<file path="src/design/lcd_drv_consts.vh">
// constants for the multiplexed lcd controller and driver
// assumes a single 100 MHz clock and a 4-bit register port from the cpu
`ifndef LCD_DRV_CONSTS_VH
`define LCD_DRV_CONSTS_VH

// ============================================================
// register numbers and command register layout
`define REG_CMD          4'h3
`define REG_SHIFT        4'h6
`define CMD_SCAN         0
`define CMD_HOLD         1
`define CMD_RESET        2'h0
`define NIB_RESET        4'h0

// ============================================================
// geometry
`define NUM_SEG          24
`define NUM_COM          4
`define DISP_BITS        96
`define DISP_RESET       96'h0
`define LAST_COM_QUARTER 2'h3
`define LAST_COM_THIRD   2'h2
`define COM_FIRST        2'h0

// ============================================================
// common period: 2^m internal clocks, m = 9, internal clock = clk
`define COM_DIV_M        9
`define COM_PERIOD_CLKS  (1 << `COM_DIV_M)
`define COM_CNT_MAX      9'h1FF
`define COM_CNT_RESET    9'h000

// ============================================================
// drive level codes, 1/3 bias: vdd, 1/3, 2/3, lcd_supply_input
`define LVL_VDD          2'h0
`define LVL_V1           2'h1
`define LVL_V2           2'h2
`define LVL_LCD_SUPPLY_INPUT         2'h3

`endif

</file>
<file path="src/design/lcd_level_map.v">
// level selection for the common and segment drivers, 1/3 bias
// assumes the caller registers the outputs and forces vdd on supply cut
`timescale 1ns/10ps
`include "lcd_drv_consts.vh"

module lcd_level_map (
    input  wire [1:0]                  com_idx,   // active common line
    input  wire                        polarity,  // frame polarity
    input  wire                        blank,     // force segments dark
    input  wire [`DISP_BITS-1:0]       disp,      // held display words
    output wire [2*`NUM_COM-1:0]       com_lvl,   // 2-bit level per common
    output wire [2*`NUM_SEG-1:0]       seg_lvl    // 2-bit level per segment
);

    // ============================================================
    // level functions
    function [1:0] com_level;
        input sel;
        input pol;
        begin
            if (sel) begin
                com_level = pol ? `LVL_VDD : `LVL_LCD_SUPPLY_INPUT;
            end else begin
                com_level = pol ? `LVL_V2 : `LVL_V1;
            end
        end
    endfunction

    // a lit dot sees the full swing, a dark dot only one third of it
    function [1:0] seg_level;
        input on;
        input pol;
        begin
            if (on) begin
                seg_level = pol ? `LVL_LCD_SUPPLY_INPUT : `LVL_VDD;
            end else begin
                seg_level = pol ? `LVL_V1 : `LVL_V2;
            end
        end
    endfunction

    // ============================================================
    // drivers
    genvar g;
    generate
        for (g = 0; g < `NUM_COM; g = g + 1) begin : g_com
            assign com_lvl[2*g+1:2*g] = com_level(com_idx == g, polarity);
        end
        for (g = 0; g < `NUM_SEG; g = g + 1) begin : g_seg
            assign seg_lvl[2*g+1:2*g] = seg_level(disp[4*g + com_idx] & ~blank,
                                                  polarity);
        end
    endgenerate

endmodule

</file>
<file path="src/design/lcd_segment_driver_controller.v">
// lcd controller and driver of a 4-bit microcontroller
// assumes the cpu register port runs on clk; nrst is the initialize signal
//
// Function
// - two-bit command register, number 3, readable
// - initialize clears both command bits
// - four commons, 24 segments, one supply input
// - one-third or quarter duty, third bias
// - 96 segments quarter, 72 third duty
// - word bit j drives segment on common j
// - one lights the dot, zero dark
// - third duty scans commons 0-2 only
// - run zero: register 6 write shifts word
// - run one blocks shift, shows held data
// - common steps automatically each common period
// - load within one period: no blank
// - load spanning common switch: blank display
// - run one: register 6 writes aux port
// - initialize cuts supply, run bit restores
// - hold with run zero cuts everything
// - common period is 2^9 internal clocks
`timescale 1ns/10ps
`include "lcd_drv_consts.vh"

module lcd_segment_driver_controller #(
    parameter QUARTER_DUTY = 1              // mask option: 1 = 1/4 duty, 0 = 1/3
) (
    input  wire                  clk,              // 100 MHz clock
    input  wire                  nrst,             // initialize, async, active low
    input  wire [3:0]            reg_addr,         // register number
    input  wire [3:0]            reg_wdata,        // write data
    input  wire                  reg_wr,           // write strobe, one cycle
    input  wire                  reg_rd,           // read strobe, one cycle
    output reg  [3:0]            reg_rdata,        // read data, next cycle
    input  wire                  lcd_supply_input, // external supply present
    output reg                   lcd_supply_switch,// internal supply switch closed
    output reg  [3:0]            aux_output_nibble,// general output latch
    output reg  [2*`NUM_COM-1:0] common_lines,     // 2-bit level per common
    output reg  [2*`NUM_SEG-1:0] segment_lines     // 2-bit level per segment
);

    // ============================================================
    // register number decode, shared by the write and read paths
    function addr_hit;
        input [3:0] addr;
        input [3:0] num;
        begin
            addr_hit = (addr == num);
        end
    endfunction

    // ============================================================
    // state
    reg  [1:0]            cmd_reg;
    reg  [1:0]            cmd_next;
    reg  [`DISP_BITS-1:0] shift_reg;
    reg  [`DISP_BITS-1:0] disp_reg;
    reg                   switch_reg;
    reg                   blank_reg;
    reg                   blank_next;
    reg  [8:0]            div_reg;
    reg  [1:0]            com_reg;
    reg  [1:0]            com_next;
    reg                   pol_reg;
    reg                   sup_meta_reg;
    reg                   sup_sync_reg;

    wire                  scan = cmd_reg[`CMD_SCAN];
    wire                  hold = cmd_reg[`CMD_HOLD];
    wire                  wr_cmd = reg_wr && addr_hit(reg_addr, `REG_CMD);
    wire                  wr_six = reg_wr && addr_hit(reg_addr, `REG_SHIFT);
    wire                  scan_rise = wr_cmd && reg_wdata[`CMD_SCAN] && !scan;
    wire                  scan_fall = wr_cmd && !reg_wdata[`CMD_SCAN] && scan;
    wire                  com_tick = (div_reg == `COM_CNT_MAX);
    wire [1:0]            last_com = QUARTER_DUTY ? `LAST_COM_QUARTER : `LAST_COM_THIRD;
    wire                  cut = !switch_reg || (hold && !scan) || !sup_sync_reg;
    wire [2*`NUM_COM-1:0] com_lvl;
    wire [2*`NUM_SEG-1:0] seg_lvl;

    // ============================================================
    // command register
    always @* begin
        cmd_next = cmd_reg;
        if (wr_cmd) begin
            cmd_next = reg_wdata[1:0];
        end
    end

    always @(posedge clk or negedge nrst) begin
        if (!nrst) begin
            cmd_reg <= `CMD_RESET;
        end else begin
            cmd_reg <= cmd_next;
        end
    end

    always @(posedge clk or negedge nrst) begin
        if (!nrst) begin
            reg_rdata <= `NIB_RESET;
        end else if (reg_rd) begin
            reg_rdata <= addr_hit(reg_addr, `REG_CMD) ? {2'b00, cmd_reg} : `NIB_RESET;
        end
    end

    // ============================================================
    // display data path
    always @(posedge clk or negedge nrst) begin
        if (!nrst) begin
            shift_reg         <= `DISP_RESET;
            disp_reg          <= `DISP_RESET;
            aux_output_nibble <= `NIB_RESET;
        end else begin
            // shift one word in; first word ends at segment 23
            if (wr_six && !scan) begin
                shift_reg <= {shift_reg[`DISP_BITS-5:0], reg_wdata};
            end
            if (wr_six && scan) begin
                aux_output_nibble <= reg_wdata;
            end
            if (scan_rise) begin
                disp_reg <= shift_reg;
            end
        end
    end

    // ============================================================
    // supply switch and synchroniser
    always @(posedge clk or negedge nrst) begin
        if (!nrst) begin
            switch_reg   <= 1'b0;
            sup_meta_reg <= 1'b0;
            sup_sync_reg <= 1'b0;
        end else begin
            sup_meta_reg <= lcd_supply_input;
            sup_sync_reg <= sup_meta_reg;
            if (scan_rise) begin
                switch_reg <= 1'b1;
            end
        end
    end

    // ============================================================
    // common scan
    always @* begin
        com_next = com_reg;
        if (com_tick) begin
            com_next = (com_reg == last_com) ? `COM_FIRST : com_reg + 2'h1;
        end
    end

    always @(posedge clk or negedge nrst) begin
        if (!nrst) begin
            div_reg <= `COM_CNT_RESET;
            com_reg <= `COM_FIRST;
            pol_reg <= 1'b0;
        end else begin
            div_reg <= com_tick ? `COM_CNT_RESET : div_reg + 9'h001;
            com_reg <= com_next;
            if (com_tick && (com_reg == last_com)) begin
                pol_reg <= !pol_reg;
            end
        end
    end

    // ============================================================
    // blanking across a common switch
    // a load that sees no tick keeps the old picture up, so it never flickers
    always @* begin
        blank_next = blank_reg;
        if (com_tick && !scan) begin
            blank_next = 1'b1;
        end else if (scan_fall) begin
            blank_next = 1'b0;
        end
    end

    always @(posedge clk or negedge nrst) begin
        if (!nrst) begin
            blank_reg <= 1'b0;
        end else begin
            blank_reg <= blank_next;
        end
    end

    // ============================================================
    // drivers
    lcd_level_map u_map (
        .com_idx  (com_reg),
        .polarity (pol_reg),
        .blank    (blank_reg && !scan),
        .disp     (disp_reg),
        .com_lvl  (com_lvl),
        .seg_lvl  (seg_lvl)
    );

    // outputs registered so the pins never glitch between levels
    always @(posedge clk or negedge nrst) begin
        if (!nrst) begin
            lcd_supply_switch <= 1'b0;
            common_lines      <= {2*`NUM_COM{1'b0}};
            segment_lines     <= {2*`NUM_SEG{1'b0}};
        end else begin
            lcd_supply_switch <= !cut;
            // cut drives all lines to vdd
            common_lines      <= cut ? {2*`NUM_COM{1'b0}} : com_lvl;
            segment_lines     <= cut ? {2*`NUM_SEG{1'b0}} : seg_lvl;
        end
    end

endmodule

</file>
<file path="config.mk">
export PLATFORM = sky130hd
export DESIGN_NAME = lcd_segment_driver_controller
export DESIGN_NICKNAME = d
export VERILOG_FILES = /design/src/design/lcd_level_map.v /design/src/design/lcd_segment_driver_controller.v
export VERILOG_INCLUDE_DIRS = /design/src /design/src/design
export SDC_FILE = /design/constraint.sdc
export NUM_CORES = 1
export LEC_CHECK = 0
export BUFFER_PORTS_ARGS = -buffer_cell sky130_fd_sc_hd__buf_2
export CORE_MARGIN = 1.5
export CORE_UTILIZATION = 60
export DETAILED_ROUTE_END_ITERATION = 10
export GPL_TIMING_DRIVEN = 0
export PLACE_DENSITY = 0.85
export RECOVER_POWER = 50
export SKIP_LAST_GASP = 1
export SYNTH_ARGS = -nofsm -noshare
export SYNTH_HDL_FRONTEND = slang
export SYNTH_SLANG_ARGS = --single-unit
</file>
<file path="constraint.sdc">
create_clock -name clk -period 5.05 [get_ports clk]
set_clock_uncertainty 0.1 [all_clocks]
set_input_delay 0.7575 -clock clk [delete_from_list [all_inputs] [get_ports clk]]
set_output_delay 0.7575 -clock clk [all_outputs]
set_load 0.01 [all_outputs]
</file>
==> results.md <==
* Post-synthesis mux area share at 0.289
* Wire length per cell at roughly 19 um
* Unrepaired setup endpoints after global routing: false
* Arrival time worst endpoint at 3.31 ns
* Port buffer count at 75
* WP buf/inv at 2
* DR iter-0 viols at 275
* Area Overhead vs Synth at 15.0%
* GPL Wtd Cong at 0.766
* Worst-Skew Late Latency at 0.52 ns
* Failing checks: capacitance limit, slew limit
* Yosys Warn Count at 0
* Clock sink count at between 200 and 250
* CP required at 5.52 ns
* TritonCTS clock tree: done
* Syn_area_per_cell at 14.9 um^2
* Rel. slew slack at -0.812
* Die area at 17900 um^2
* Final instance area at ~12000 um^2
* Post-synth EDFFs at 0
* Top FF cell, synth: dfrtp_1
* Clk pin slew, worst setup/hold paths at 0.06 ns
* Critical R2R Launch: cmd_reg[0]$_DFFE_PN0N_
* Cell Area, Synth at 10300 um^2
* Outcome: complete, but fails checks
* Setup_tns at 0 ns
* Tmin final at around 2.8 ns
* Final Util at 0.709
* Hpwl dp at 12800 um
* Number of diodes at 0
* Vias in the first global route at 6223
* Final Hold Violating Endpoints at 0
* Die height at 134 um
* Largest net degree at the start of global routing at between 100 and 150
* I/O pins at 78
* Initial antenna violation count at 0
* Largest family of logic cells by synthesized area: multiplexers
* Clock Path Buffers at 3
* Critical-path cell list: clkbuf_2 -> buf_16
* Final period util at 0.561
* Netlist cell types at 34
* Static Leak at around 6 nW
* Gr ovfl total at 0
* Worst reg2reg setup slack at 2.77 ns
* FF-to-FF End: segment_lines[27]$_DFF_PN0_
* Hold WS at between 0.2 and 0.25 ns
* Initial DRT Pass Iterations at 4
* # Max-Cap Violations at 1
* Critical path endpoint category: async pin
* Vias at 5721
* CP startpoint: nrst
* Register bit count reported by yosys at 248
* Fmax at 353 MHz
* VDD IR-drop max at 0.000285 V
* Vias/cell at 5.53
* Starting density of the core at 0.616
* Nets@finish at 816
* Die W at 134 um
* Cts hold-fix bufs at 0
* Critical Path Source Type: input pin
* Worst path depth at 2
* Crit path capture: disp_reg[27]$_DFFE_PN0P_
* CP delay by family, top: buffers and inverters
* DRC viols at 0
* Class of the most critical setup path: input pin to async pin
* ANT nets after route at 0
* Largest stage delay, worst path at 1.85 ns
* Gate Count Post-Synth at 689
* Site row count at 47
* Setup violators final at 0
* Post_cts resized at 0
* Pre-CTS WS at 2.21 ns
* PwrDens at 365 nW/um^2
* Setup bufs post-CTS at 0
* Clock root buffer: clkbuf_16
* Tot GR Track Use at 0.229
* Compound-Gate Fraction of Synth Area at 0.0200
* Post-synthesis xor/xnor area fraction at 0.00769
* Fin. max-slew vios at 113
* First-pass GRT wire length at 32600 um
* Hold Path Cell Cnt at 1
* H-tree Lvls at 1
* Crit-path max FO at 136
* Async SR Flop Fraction at 1.00
* Post-Synth Adder-Cell Area at 0.0110
* Worst setup margin at 2.22 ns
* Layout cells sized above 1 at 0.412
* Post-synthesis sequential area ratio at 0.605
* Slowest CP cell: clkbuf_2
* Reg2reg path depth at 6
* Placed Area at between 10000 and 15000 um^2
* Final wirelength at approximately 19000 um
* Synth Area in Simple Gates at 0.0212
* Slew @ Worst Pin at 2.72 ns
* Core area at 16600 um^2
* Total CTS buffers at 26
* HP Class: input pin to register
## stage by stage
step | cells | power (mW)
final | 1034 | 4.31
after global routing | 1034 | 4.46
after CTS | 1034 | 4.34
after detailed placement | 986 | 2.43
after global placement | 985 | 2.41
after floorplan | 690 | 2.29
## cell type report
cell class | count | area [um^2]
sequential | 248 | 6210
fill | 1086 | 4850
multi-input combinational | 365 | 3570
clock buffer | 38 | 777
buffer | 65 | 422
timing repair buffer | 76 | 390
tap | 220 | 275
clock inverter | 10 | 103
inverter | 12 | 45.0
## per-layer routing
metal / part of all wire / track usage / routed length [um]
met1: 0.42 / 0.302 / 8240
met4: 0.026 / 0.0707 / 511
met3: 0.035 / 0.0339 / 683
met5: 0 / 0 / 0
met2: 0.51 / 0.395 / 9960
## worst min path at each step
stage               slack (ns)              startpoint                        to
finish                    0.25        lcd_supply_input    sup_meta_reg$_DFF_PN0_
floorplan                 0.23  sup_meta_reg$_DFF_PN0_    sup_sync_reg$_DFF_PN0_
CTS                       0.22                    nrst  reg_rdata[0]$_DFFE_PN0P_
global placement          0.24  sup_meta_reg$_DFF_PN0_    sup_sync_reg$_DFF_PN0_
global route              0.23        lcd_supply_input    sup_meta_reg$_DFF_PN0_
detailed placement        0.26  sup_meta_reg$_DFF_PN0_    sup_sync_reg$_DFF_PN0_
## layout by cell type, fill, tap and decap left out, types with 2 or more instances in the layout
cell,Yosys,routed
xor2_1,2,2
inv_1,12,12
o22ai_1,24,24
nand4_1,2,2
mux2_1,29,29
nor2_1,11,11
conb_1,1,2
buf_6,4,4
dfrtp_1,248,248
mux2i_1,73,73
bufinv_16,0,2
ha_1,9,9
clkinv_2,0,7
clkbuf_16,0,27
mux2_2,169,169
o21ai_0,6,6
clkbuf_1,12,28
nand3_1,4,5
xnor2_1,7,7
a21oi_1,2,2
clkbuf_8,0,6
nand2_1,9,9
buf_2,14,77
buf_4,35,35
or2_2,2,2
nor2b_1,1,2
## synth_stat cells (all sizes together) (5+ instances only)
library cell,n,share of area
buf,53,0.037
clkbuf,12,0.0044
dfrtp,248,0.61
ha,9,0.011
inv,12,0.0044
mux2,198,0.22
mux2i,73,0.071
nand2,9,0.0033
nand3,5,0.0029
nor2,12,0.0046
o21ai,6,0.0029
o22ai,24,0.015
xnor2,7,0.0060
## cell families (layout without fill, tap and decap cells)
kind of cell,Yosys count,after routing
DFF,248,248
and+or+nand+nor,40,40
xor gates and xnor gates,9,9
other,1,2
muxes,271,271
buffers and inverters,77,201
adders and majority gates,9,9
AOI/OAI and AO/OA,34,34
## power breakdown
group	switching [mW]	total, mW	leakage, nW	internal, mW
Sequential	0.0479	2.12	3.40	2.08
Clock	0.753	1.92	0.438	1.17
Combinational	0.161	0.266	2.05	0.105
Total	0.962	4.31	5.89	3.35
No activity file was read; power rests on OpenSTA's default activity.
